--- config.mk ---
export PLATFORM = sky130hd
export DESIGN_NAME = bbp_port
export DESIGN_NICKNAME = d
export VERILOG_FILES = /design/src/core/bbp_pkg.sv /design/src/core/bbp_tick_if.sv /design/src/core/bbp_baud_gen.sv /design/src/core/bbp_port.sv
export SDC_FILE = /design/constraint.sdc
export NUM_CORES = 1
export LEC_CHECK = 0
export BUFFER_PORTS_ARGS = -buffer_cell sky130_fd_sc_hd__clkbuf_2
export CAP_MARGIN = 10
export CORE_UTILIZATION = 52
export CTS_CLUSTER_DIAMETER = 80
export DETAILED_ROUTE_END_ITERATION = 7
export MAX_ROUTING_LAYER = met4
export PLACE_DENSITY = 0.76
export SLEW_MARGIN = 10
export SYNTH_ARGS = -nofsm -noshare
export SYNTH_HDL_FRONTEND = slang
export SYNTH_SLANG_ARGS = --single-unit
--- constraint.sdc ---
create_clock -name CLK_SYS_I -period 6.85 [get_ports CLK_SYS_I]
set_input_delay 1.0275 -clock CLK_SYS_I [delete_from_list [all_inputs] [get_ports CLK_SYS_I]]
set_output_delay 1.0275 -clock CLK_SYS_I [all_outputs]
set_load 0.03 [all_outputs]
--- src/core/bbp_pkg.sv ---
// Purpose: shared constants and types of the bit-bang parallel port
// Assumes: 25 MHz system clock, AXI4-Lite register access
// Notes: one instance serves one channel
package bbp_pkg;
	// register map, byte addresses
	localparam int ADDR_W = 8;
	localparam logic [7:0] OFS_CTRL = 8'h00;
	localparam logic [7:0] OFS_BAUD = 8'h04;
	localparam logic [7:0] OFS_STAT = 8'h08;
	// control register layout
	localparam int CTRL_MODE_LSB = 0;
	localparam int CTRL_MASK_LSB = 8;
	localparam int CTRL_PD_BIT = 16;
	// status register layout
	localparam int STAT_PIN_LSB = 0;
	localparam int STAT_OUT_LSB = 8;
	localparam int STAT_PEND_BIT = 16;
	localparam int STAT_BUSY_BIT = 17;
	// mode-select command values
	localparam logic [7:0] MODE_OFF = 8'h00;
	localparam logic [7:0] MODE_ASYNC = 8'h01;
	localparam logic [7:0] MODE_SYNC = 8'h04;
	// reset values
	localparam logic [15:0] BAUD_RST = 16'h0019;
	localparam logic [7:0] MASK_RST = 8'h00;
	// bus answers
	localparam logic [1:0] RESP_OKAY = 2'h0;
	localparam logic [1:0] RESP_SLVERR = 2'h2;
	// wake hold: low cycles on the flush input before a wake pulse
	localparam int unsigned CLK_HZ = 25000000;
	localparam int unsigned WAKE_MS = 20;
	localparam int unsigned WAKE_CYC = WAKE_MS * (CLK_HZ / 1000);
	localparam int WAKE_W = 20;
	// synchronous cycle sequencer, one-hot
	typedef enum logic [3:0] {
		ST_IDLE = 4'h1,
		ST_SAMPLE = 4'h2,
		ST_DRIVE = 4'h4,
		ST_STROBE = 4'h8
	} bbp_sst_t;
endpackage : bbp_pkg

--- src/core/bbp_tick_if.sv ---
// Purpose: carries the baud divisor out and the pacing tick back
// Assumes: single clock domain
// Notes: tick is a one-cycle enable pulse
`timescale 1ns/100ps
`default_nettype none
interface bbp_tick_if;
	logic [15:0] divisor; // cycles per tick, zero acts as one
	logic enable; // divider runs only while set
	logic tick; // one-cycle pacing pulse
	modport gen (input divisor, input enable, output tick);
	modport user (output divisor, output enable, input tick);
endinterface : bbp_tick_if
`default_nettype wire

--- src/core/bbp_baud_gen.sv ---
// Purpose: programmable divider giving the asynchronous pacing tick
// Assumes: divisor is stable while enabled
// Notes: period is divisor cycles, a divisor of zero behaves as one
`timescale 1ns/100ps
`default_nettype none
module bbp_baud_gen (
	input wire logic CLK_SYS_I,
	input wire logic RST_I,
	bbp_tick_if.gen tif
);
	typedef struct packed {
		logic [15:0] cnt; // cycles left to next tick
		logic tick; // registered pulse
	} bbp_bg_t;
	bbp_bg_t s_r, s_nxt;

	////////////////////////////////////////////////////////////////////
	// countdown, reload on zero
	always_comb begin
		s_nxt = s_r;
		s_nxt.tick = 1'b0;
		if (!tif.enable) begin
			s_nxt.cnt = '0; // first tick right after enable
		end else if (s_r.cnt == '0) begin
			s_nxt.tick = 1'b1;
			s_nxt.cnt = (tif.divisor == '0) ? '0 : tif.divisor - 16'h0001;
		end else begin
			s_nxt.cnt = s_r.cnt - 16'h0001;
		end
	end

	always_ff @(posedge CLK_SYS_I or posedge RST_I) begin
		if (RST_I) begin
			s_r <= '0;
		end else begin
			s_r <= s_nxt;
		end
	end

	assign tif.tick = s_r.tick;
endmodule : bbp_baud_gen
`default_nettype wire

--- src/core/bbp_port.sv ---
// Purpose: one channel of a bit-bang parallel port fed by the host pipe
// Assumes: stream and pin inputs synchronous to CLK_SYS_I
// Notes: instantiate once per channel; settings held in CTRL and BAUD
// Operation
// - each channel sets its own bit-bang variant
// - async mode drives host bytes at tick pace
// - async outputs change only on new byte plus tick
// - async mode shows read and write strobes
// - direction mask comes only with mode-select
// - value 1 async, value 4 sync
// - sync outputs update only on taken byte
// - sync sampling happens only within write cycle
// - sync cycle starts only with to-host room
// - sync samples before driving, one byte lag
// - sample, strobe high, drive, setup, write strobe
// - read strobe rising edge marks the sample
// - write strobe asserts with the byte in async, one clock after it in sync
// - falling edge of flush input flags transfer
// - flush sends buffered data at once
// - enabled pull-down blocks wake from suspend
//
// The AXI4-Lite interface to the registers and the address map were left to the implementer.
`timescale 1ns/100ps
`default_nettype none
module bbp_port #(
	parameter int unsigned WAKE_CYC = bbp_pkg::WAKE_CYC // low cycles to wake
) (
	input wire logic CLK_SYS_I,
	input wire logic RST_I,
	// axi4-lite slave
	input wire logic [7:0] AWADDR_I,
	input wire logic AWVALID_I,
	output logic AWREADY_O,
	input wire logic [31:0] WDATA_I,
	input wire logic [3:0] WSTRB_I,
	input wire logic WVALID_I,
	output logic WREADY_O,
	output logic [1:0] BRESP_O,
	output logic BVALID_O,
	input wire logic BREADY_I,
	input wire logic [7:0] ARADDR_I,
	input wire logic ARVALID_I,
	output logic ARREADY_O,
	output logic [31:0] RDATA_O,
	output logic [1:0] RRESP_O,
	output logic RVALID_O,
	input wire logic RREADY_I,
	// from_host_fifo read side
	input wire logic [7:0] RX_DATA_I,
	input wire logic RX_VALID_I,
	output logic RX_READY_O,
	// to_host_fifo write side, ready means room
	output logic [7:0] TX_DATA_O,
	output logic TX_VALID_O,
	input wire logic TX_READY_I,
	// parallel pins
	input wire logic [7:0] PIN_I,
	output logic [7:0] PIN_O,
	output logic [7:0] PIN_OE_O,
	output logic PIN_SAMPLE_STROBE_N_O,
	output logic PIN_UPDATE_STROBE_N_O,
	// flush / wake
	input wire logic FLUSH_OR_WAKE_N_I,
	input wire logic SUSPENDED_I,
	output logic FLUSH_O,
	output logic WAKE_O
);
	localparam int WW = bbp_pkg::WAKE_W;
	localparam logic [WW-1:0] WAKE_LAST = WW'(WAKE_CYC - 1);

	typedef struct packed {
		bbp_pkg::bbp_sst_t st; // sync sequencer
		logic [7:0] mode; // mode-select value
		logic [7:0] mask; // direction, one = output
		logic pd; // pull-down on flush input
		logic [15:0] baud; // divisor
		logic [7:0] pout; // pin output latch
		logic pend; // async byte waiting for tick
		logic [7:0] pbyte; // byte taken from host
		logic rx_rdy;
		logic tx_valid;
		logic [7:0] tx_data;
		logic rd_n; // sample strobe, idles low
		logic wr_n; // update strobe, idles high
		logic fl_q; // flush input last cycle
		logic [WW-1:0] wcnt; // low time while suspended
		logic woke; // wake already sent this pulse
		logic flush;
		logic wake;
		logic aw_got;
		logic [7:0] awaddr;
		logic w_got;
		logic [31:0] wdata;
		logic [3:0] wstrb;
		logic awrdy;
		logic wrdy;
		logic bvalid;
		logic [1:0] bresp;
		logic arrdy;
		logic rvalid;
		logic [31:0] rdata;
		logic [1:0] rresp;
	} bbp_st_t;
	bbp_st_t s_r, s_nxt;

	bbp_tick_if tif ();

	bbp_baud_gen u_baud (
		.CLK_SYS_I(CLK_SYS_I),
		.RST_I(RST_I),
		.tif(tif)
	);

	////////////////////////////////////////////////////////////////////
	// register index from byte address, 3 = unmapped
	function automatic logic [1:0] reg_sel(input logic [7:0] a);
		unique case (a)
			bbp_pkg::OFS_CTRL: reg_sel = 2'h0;
			bbp_pkg::OFS_BAUD: reg_sel = 2'h1;
			bbp_pkg::OFS_STAT: reg_sel = 2'h2;
			default: reg_sel = 2'h3;
		endcase
	endfunction : reg_sel

	// byte-lane merge of a write
	function automatic logic [31:0] wmerge(input logic [31:0] old,
		input logic [31:0] d, input logic [3:0] strb);
		logic [31:0] r;
		r = old;
		for (int i = 0; i < 4; i++) begin
			if (strb[i]) begin
				r[i*8 +: 8] = d[i*8 +: 8];
			end
		end
		return r;
	endfunction : wmerge

	logic is_async, is_sync, take, fall, wr_ctrl;
	logic [31:0] ctrl_v, stat_v, wv;

	// decoded modes and current register images
	always_comb begin
		is_async = (s_r.mode == bbp_pkg::MODE_ASYNC);
		is_sync = (s_r.mode == bbp_pkg::MODE_SYNC);
		take = RX_VALID_I && s_r.rx_rdy;
		fall = s_r.fl_q && !FLUSH_OR_WAKE_N_I;
		ctrl_v = '0;
		ctrl_v[bbp_pkg::CTRL_MODE_LSB +: 8] = s_r.mode;
		ctrl_v[bbp_pkg::CTRL_MASK_LSB +: 8] = s_r.mask;
		ctrl_v[bbp_pkg::CTRL_PD_BIT] = s_r.pd;
		stat_v = '0;
		stat_v[bbp_pkg::STAT_PIN_LSB +: 8] = PIN_I;
		stat_v[bbp_pkg::STAT_OUT_LSB +: 8] = s_r.pout;
		stat_v[bbp_pkg::STAT_PEND_BIT] = s_r.pend;
		stat_v[bbp_pkg::STAT_BUSY_BIT] = (s_r.st != bbp_pkg::ST_IDLE);
		wr_ctrl = s_r.aw_got && s_r.w_got && !s_r.bvalid &&
			(reg_sel(s_r.awaddr) == 2'h0);
	end

	////////////////////////////////////////////////////////////////////
	// next state of the whole block
	always_comb begin
		s_nxt = s_r;
		wv = '0;
		s_nxt.rd_n = 1'b0; // sample strobe rests active
		s_nxt.wr_n = 1'b1;
		s_nxt.flush = 1'b0;
		s_nxt.wake = 1'b0;
		s_nxt.fl_q = FLUSH_OR_WAKE_N_I;
		if (s_r.tx_valid && TX_READY_I) begin
			s_nxt.tx_valid = 1'b0;
		end
		// asynchronous variant: tick paces both directions
		if (is_async) begin
			if (take) begin
				s_nxt.pend = 1'b1;
				s_nxt.pbyte = RX_DATA_I;
			end
			if (tif.tick && s_r.pend) begin
				s_nxt.pout = s_r.pbyte;
				s_nxt.pend = 1'b0;
				s_nxt.wr_n = 1'b0;
			end
			if (tif.tick && !s_r.tx_valid) begin
				s_nxt.tx_data = PIN_I;
				s_nxt.tx_valid = 1'b1;
				s_nxt.rd_n = 1'b1;
			end
		end
		// synchronous variant: one write cycle per host byte
		unique case (s_r.st)
			bbp_pkg::ST_IDLE: begin
				if (is_sync && take) begin
					s_nxt.pbyte = RX_DATA_I;
					s_nxt.tx_data = PIN_I;
					s_nxt.tx_valid = 1'b1;
					s_nxt.rd_n = 1'b1;
					s_nxt.st = bbp_pkg::ST_SAMPLE;
				end
			end
			bbp_pkg::ST_SAMPLE: begin
				s_nxt.pout = s_r.pbyte;
				s_nxt.st = bbp_pkg::ST_DRIVE;
			end
			bbp_pkg::ST_DRIVE: begin
				// one clock of data setup has passed
				s_nxt.wr_n = 1'b0;
				s_nxt.st = bbp_pkg::ST_STROBE;
			end
			bbp_pkg::ST_STROBE: begin
				s_nxt.st = bbp_pkg::ST_IDLE;
			end
			default: begin
				s_nxt.st = bbp_pkg::ST_IDLE;
			end
		endcase
		// flush and wake from the shared input
		if (fall && (is_async || is_sync) && !SUSPENDED_I) begin
			s_nxt.flush = 1'b1;
		end
		if (SUSPENDED_I && !FLUSH_OR_WAKE_N_I) begin
			if (s_r.wcnt != WAKE_LAST) begin
				s_nxt.wcnt = s_r.wcnt + WW'(1);
			end
		end else begin
			s_nxt.wcnt = '0;
			s_nxt.woke = 1'b0;
		end
		// pull-down blocks wake; one pulse per low period
		if (s_r.wcnt == WAKE_LAST && !s_r.woke && !s_r.pd) begin
			s_nxt.wake = 1'b1;
			s_nxt.woke = 1'b1;
		end
		// axi write channels, taken in either order
		if (AWVALID_I && s_r.awrdy) begin
			s_nxt.aw_got = 1'b1;
			s_nxt.awaddr = AWADDR_I;
		end
		if (WVALID_I && s_r.wrdy) begin
			s_nxt.w_got = 1'b1;
			s_nxt.wdata = WDATA_I;
			s_nxt.wstrb = WSTRB_I;
		end
		if (s_r.bvalid && BREADY_I) begin
			s_nxt.bvalid = 1'b0;
		end
		if (s_r.aw_got && s_r.w_got && !s_r.bvalid) begin
			s_nxt.aw_got = 1'b0;
			s_nxt.w_got = 1'b0;
			s_nxt.bvalid = 1'b1;
			s_nxt.bresp = bbp_pkg::RESP_OKAY;
			unique case (reg_sel(s_r.awaddr))
				2'h0: begin
					// mode-select: new variant and direction
					wv = wmerge(ctrl_v, s_r.wdata, s_r.wstrb);
					s_nxt.mode = wv[bbp_pkg::CTRL_MODE_LSB +: 8];
					s_nxt.mask = wv[bbp_pkg::CTRL_MASK_LSB +: 8];
					s_nxt.pd = wv[bbp_pkg::CTRL_PD_BIT];
					s_nxt.st = bbp_pkg::ST_IDLE;
					s_nxt.pend = 1'b0;
				end
				2'h1: begin
					wv = wmerge({16'h0000, s_r.baud}, s_r.wdata, s_r.wstrb);
					s_nxt.baud = wv[15:0];
				end
				2'h2: begin
					s_nxt.bresp = bbp_pkg::RESP_SLVERR; // read only
				end
				default: begin
					s_nxt.bresp = bbp_pkg::RESP_SLVERR;
				end
			endcase
		end
		// axi read, one outstanding
		if (s_r.rvalid && RREADY_I) begin
			s_nxt.rvalid = 1'b0;
		end
		if (ARVALID_I && s_r.arrdy) begin
			s_nxt.rvalid = 1'b1;
			s_nxt.rresp = bbp_pkg::RESP_OKAY;
			unique case (reg_sel(ARADDR_I))
				2'h0: s_nxt.rdata = ctrl_v;
				2'h1: s_nxt.rdata = {16'h0000, s_r.baud};
				2'h2: s_nxt.rdata = stat_v;
				default: begin
					s_nxt.rdata = '0;
					s_nxt.rresp = bbp_pkg::RESP_SLVERR;
				end
			endcase
		end
		// readies: registered so outputs come from flops
		s_nxt.awrdy = !s_nxt.aw_got && !s_nxt.bvalid;
		s_nxt.wrdy = !s_nxt.w_got && !s_nxt.bvalid;
		s_nxt.arrdy = !s_nxt.rvalid && !(ARVALID_I && s_r.arrdy);
		// host byte accepted only when a sync cycle can start or no async byte is pending
		if (s_nxt.mode == bbp_pkg::MODE_SYNC) begin
			s_nxt.rx_rdy = (s_nxt.st == bbp_pkg::ST_IDLE) && !take &&
				TX_READY_I && !s_nxt.tx_valid;
		end else if (s_nxt.mode == bbp_pkg::MODE_ASYNC) begin
			s_nxt.rx_rdy = !s_nxt.pend && !take;
		end else begin
			s_nxt.rx_rdy = 1'b0; // off: host data waits
		end
	end

	// state register
	always_ff @(posedge CLK_SYS_I or posedge RST_I) begin
		if (RST_I) begin
			s_r <= '0;
			s_r.st <= bbp_pkg::ST_IDLE;
			s_r.mode <= bbp_pkg::MODE_OFF;
			s_r.mask <= bbp_pkg::MASK_RST;
			s_r.baud <= bbp_pkg::BAUD_RST;
			s_r.wr_n <= 1'b1;
			s_r.fl_q <= 1'b1;
		end else begin
			s_r <= s_nxt;
		end
	end

	////////////////////////////////////////////////////////////////////
	// outputs, all from flops; pins driven only where mask says output
	assign tif.divisor = s_r.baud;
	assign tif.enable = is_async;
	assign AWREADY_O = s_r.awrdy;
	assign WREADY_O = s_r.wrdy;
	assign BVALID_O = s_r.bvalid;
	assign BRESP_O = s_r.bresp;
	assign ARREADY_O = s_r.arrdy;
	assign RVALID_O = s_r.rvalid;
	assign RDATA_O = s_r.rdata;
	assign RRESP_O = s_r.rresp;
	assign RX_READY_O = s_r.rx_rdy;
	assign TX_VALID_O = s_r.tx_valid;
	assign TX_DATA_O = s_r.tx_data;
	assign PIN_O = s_r.pout;
	assign PIN_OE_O = s_r.mask;
	assign PIN_SAMPLE_STROBE_N_O = s_r.rd_n;
	assign PIN_UPDATE_STROBE_N_O = s_r.wr_n;
	assign FLUSH_O = s_r.flush;
	assign WAKE_O = s_r.wake;

	logic sync_take;
	assign sync_take = take && is_sync && s_r.st == bbp_pkg::ST_IDLE;
endmodule : bbp_port
`default_nettype wire

; ---- After elaboration in Yosys (flattened, before gate mapping)
; Index checks and enable logic that the tools add are counted.
[op_classes]
addsub = 3
n_eq_ne = 20
mux = 53
reduce_logical = 55
[op_table]
columns = cell, n
row1 = $mux 37, 2
row2 = $mux 16, 4
row3 = $mux 8, 7
row4 = $pmux 18 s3, 1
row5 = $mux 20, 2
row6 = $mux 35, 1
row7 = $eq 8x3->1 const B, 4
row8 = $logic_not 16->1, 2
row9 = $sub 16x1->16 const B, 2
row10 = $mux 10, 3
row11 = $mux 9, 3
row12 = $logic_and 1x1->1, 25
row13 = $mux 21, 1
row14 = $add 20x1->20 const B, 1
row15 = $eq 20x19->1 const B, 1
row16 = $ne 20x19->1 const B, 1
row17 = $mux 1, 18
row18 = $mux 17, 1
row19 = $eq 8x1->1 const B, 2
row20 = $eq 8x4->1 const B, 2
row21 = $logic_not 8->1, 2
row22 = $logic_not 1->1, 14
row23 = $pmux 2 s3, 2
row24 = $pmux 4 s3, 1
row25 = other kinds (18), 29
[word_totals]
regBits = 194
in_bits = 79
out_inout_bits = 71
elab_cells = 165

; ---- Longest topological paths before layout
[logic_depth]
word_depth = 11
depth_mapped = 7
depth_no_buf = 7

; ---- Hierarchy
; A second synthesis with hierarchy kept.
[unflattened]
cells_unflattened = 701
area_unflattened_um2 = 7965.1
[modules_own_cells]
columns = mod, n_inst, cells_each, area_each_um2, seq_area_each_um2
row1 = bbp_port, 1, 554, 6672.6, 3636.0
row2 = bbp_baud_gen, 1, 147, 1292.5, 425.4

; ---- Least setup slack after synthesis
; Ideal clock, no wire load.
[synth_path]
kind = in2reg
startpoint = input port ARADDR_I[5]
endpoint = register s_r (netlist bit RDATA_O[0])
setup_ns = 0.066
arrival_ns = 2.445
required_ns = 6.784
setup_slack_ns = 4.339
path_stages = 5
n_path_buf = 1
cell_sequence = nor4_1 > nand2_1 > a211oi_1 > clkbuf_1 > a22o_1
[synth_between]
elab_chain_len = 5
word_cells_on_any_way = 9
classes_between = 4 x eq/ne / 3 x mux / 2 x reduce/logical
[synth_rtl]
columns = item, line_no
row1 = from (decl), bbp_port.sv:41  ; input wire logic [7:0] ARADDR_I,
row2 = $eq 8x4->1 (tied with other cells), bbp_port.sv:117  ; unique case (a)
row3 = $pmux 2 s3 *, bbp_port.sv:117
row4 = $mux 2 *, bbp_port.sv:278  ; if (ARVALID_I && s_r.arrdy) begin
row5 = $eq 2x2->1 (tied with other cells), bbp_port.sv:281  ; unique case (reg_sel(ARADDR_I))
row6 = $pmux 18 s3 *, bbp_port.sv:281
row7 = to (signal assigned), bbp_port.sv:317  ; s_r <= s_nxt;
row8 = to (decl), bbp_port.sv:104  ; bbp_st_t s_r, s_nxt;
; Mark *: on every way between the ends. The rest lies on a longest branch, timed or not. The select of a mux whose other input is x is not followed.
; A chain may end at the register's enable or synchronous reset.

; ---- Final worst setup path
[layout_path]
startpoint = register s_r (netlist bit ctrl_v[4])
endpoint = register s_r (netlist bit PIN_O[4])
[layout_between]
elab_chain_len = 3
[layout_rtl]
columns = item, line_no
row1 = $eq 8x1->1, bbp_port.sv:143  ; is_async = (s_r.mode == bbp_pkg::MODE_ASYNC);
row2 = $reduce_bool 2->1 (no line), --
row3 = $reduce_and 2->1 (no line), --
; No other way between the ends.

==> metrics <==
vias in the first global route 5,390; setup violators final 0; highest clock rate 0.368 GHz; Tmin final 2710 ps; Yosys cell types 62; IR drop worst, VDD 274 uV; htree depth 4; number of diodes 0; cell total after placement 926; clock skew 6.75 ps; leakage 4.38 nW; worst endpoint required time 7150 ps; CP max stage delay 890 ps; initial core utilization 0.538; Area contributors post-synth dfrtp_1 (50%), mux2_2 (12%), buf_4 (5.7%), xor2_1 (2.9%), mux2i_1 (2.3%); 1st-iter DRT viols 370; Rel. slew slack 0.215; hold_buf cts 0; antenna violations before repair 0; Global Route Usage Sum 0.236; grt ovf 0; multiplexer share of the synthesized area 0.141; largest net degree at the start of global routing 86; final antenna-violating net count 0; cell area after synthesis 7880 sq um; post-synth top area share 0.495; EDFF count, synth 0; critical path cell sequence nor4_1 -> and3_1 -> a31oi_1 -> mux2_2; # DRC 16; die height 125 microns; area share of fa/ha/maj cells after synthesis 0.00794; clk root buf clkbuf_16; post-CTS sizing 0; worst-skew pair later-pin latency 420 ps; post-synthesis compound-gate area fraction 0.0811; fin nets 845; dpl hpwl 12.1 mm; Synth Instances 690; clk slew on worst S/H paths 60 ps; register bit total from synthesis 162; top-level I/O count 150; worst-margin pin slew 1180 ps; critical path's slowest cell nor4_1; async set-or-reset flop fraction in the synthesized netlist 1.00; CP arrival 3010 ps; setup TNS 0 ps; internal power 0.00215 W; Top Layer Used met4; sequential element share of the synthesized area 0.515; Cell Rows 44; Sinks on Clock Net 162; Hold WC Path Type reg -> reg; combinational power share 0.270; simple-gate share of the synthesized area 0.130; commonest cells in the netlist dfrtp_1 (156), mux2_2 (83), buf_4 (60); routability cong. 0.869; violated checks design-rule violations; clock group share of total power 0.332; RSZ-0062 raised after global routing false; DR WL met3 790 microns; pre-CTS WS 3930 ps; fill count 1,168; die width 125 microns; metal1 wirelength 7.36 mm; # Post-CTS Setup Buffers 0; drt pass-1 iters 8; total CTS buffers 17; via density per instance 5.67; first-pass GRT wire length 28.0 mm; via count 5,436; switching share of total power 0.315; Post-Layout Cell Count 958; DR WL/cell 17.7 microns; die area 15,700 sq um; Buffers on Ports 117; final WL 17.0 mm; status finished with violations; Max Cap Violations 0; most frequent cell after synthesis dfrtp_1; Synth Area in XOR/XNOR 0.0478; period utilisation layout 0.396; setup ws final 4140 ps; Final Util 0.607; P&R area growth vs syn 12.9%; Worst setup EP type register; YS warnings 0; mean post-synth cell area 11.4 sq um; Main synth FF type dfrtp_1; Final Hold Fails 0; share of layout cells above drive strength 1 0.326; Sw Pwr 0.000988 W; Startpoint Class register; pwr/cell area 352 nW/um^2; CORE AREA 14,600 sq um; largest family of logic cells by synthesized area multiplexers; CTS Buffer Depth 2; sequential fraction of design power 0.398; Synth area leader dfrtp_1; WL met2 8.54 mm; Max Slew Vio Count 0; Crit Path Category reg -> reg; CTS tree built; CP Max Fanout 8
layout by cell type, fill, tap and decap left out, types with 3 or more instances in the layout:
master     netlist  routed
clkinv_4         0       3
and3_1          12      12
a211oi_1         4       3
xor2_1          26      26
o21ai_0         28      28
a21oi_1          7       7
xnor2_1         17      17
dfrtp_1        156     156
nand3b_1         7       7
a22o_1          16      16
or3_1            4       4
and4_1           3       3
nor4_1           8       8
nand2_1         37      37
clkbuf_2         0     117
nand3_1         14      14
dfstp_2          6       6
mux2_2          83      83
nand2b_1         4       4
buf_4           60       3
clkinv_2         0       3
ha_1             5       5
o21a_1           3       3
clkbuf_16        0      17
mux2i_1         18      18
inv_1           16      15
nand4_1          7       7
conb_1           1      16
and2_1           5       5
nor2b_1          6       6
bufinv_16        0       5
or4_1            4       4
nor3b_1          5       5
a31oi_1          4       4
a22oi_1          7       7
nor4b_1          5       5
nor2_1          41      41
nor3_1          14      14
o32ai_1          4       4
cell families after synthesis:
| group | after synthesis |
|---|---|
| adder cells (fa/ha/maj) | 5 |
| AO/OA/AOI/OAI | 91 |
| multiplexers | 101 |
| buffers and inverters | 99 |
| AND/OR/NAND/NOR | 188 |
| other | 1 |
| flip-flops | 162 |
| XOR/XNOR | 43 |
power by group through the flow:
stage	Clock, W	Sequential [W]	Combinational (W)
3_5_place_dp	0	0.00126	0.000845
6_report	0.00104	0.00125	0.000847
5_1_grt	0.00110	0.00127	0.000932
2_1_floorplan	0	0.00124	0.000680
3_3_place_gp	0	0.00125	0.000814
4_1_cts	0.00106	0.00125	0.000851
worst max-delay path, delay by kind of cell (launching register included):
| family | cells | cell delay, ps |
|---|---|---|
| AO/OA/AOI/OAI | 1 | 430 |
| flip-flops | 1 | 400 |
| multiplexers | 1 | 430 |
| AND/OR/NAND/NOR | 2 | 1330 |
metal layers:
| layer | global-route usage | vias to the layer above |
|---|---|---|
| met2 | 0.385 | 176 |
| met5 | - | - |
| met1 | 0.299 | 2716 |
| li1 | - | 2522 |
| met4 | 0.0681 | 0 |
| met3 | 0.0479 | 22 |
stage by stage:
stage	hold slack, ps	instance area, sq um	power [W]
final	446	8900	0.00314
after global routing	469	8900	0.00330
after CTS	448	8900	0.00315
after detailed placement	440	8250	0.00211
after global placement	447	8250	0.00206
after floorplan	416	7940	0.00191
final timing paths:
check,startpoint,cells past startpoint,slack (ps),end
worst min-delay path,s_r[89],1,450,WAKE_O
max in group asynchronous,RST_I,3,4610,u_baud.s_r[4]
worst max register to register,ctrl_v[4],4,4140,PIN_O[4]
worst min register to register,s_r[89],1,450,WAKE_O
min in group asynchronous,RST_I,2,740,RVALID_O
worst max-delay path,ctrl_v[4],4,4140,PIN_O[4]
registers in the layout, indices dropped and copies added, names as in the netlist, 8 cells and up:
signal / cells
s_r: 65
RDATA_O: 18
tif.divisor: 16
u_baud.s_r: 16
ctrl_v: 9
PIN_OE_O: 8
PIN_O: 8
TX_DATA_O: 8
final cells by class:
class                   count  area (sq um)  area share
flip-flops and latches    162          4060       0.457
multi-input cells         444          3280       0.369
repair buffers            120           608      0.0684
clock buffers              19           443      0.0498
well taps                 184           230      0.0259
clock inverters            13           208      0.0233
inverters                  16          65.1     0.00731
No activity file was read; power rests on OpenSTA's default activity.
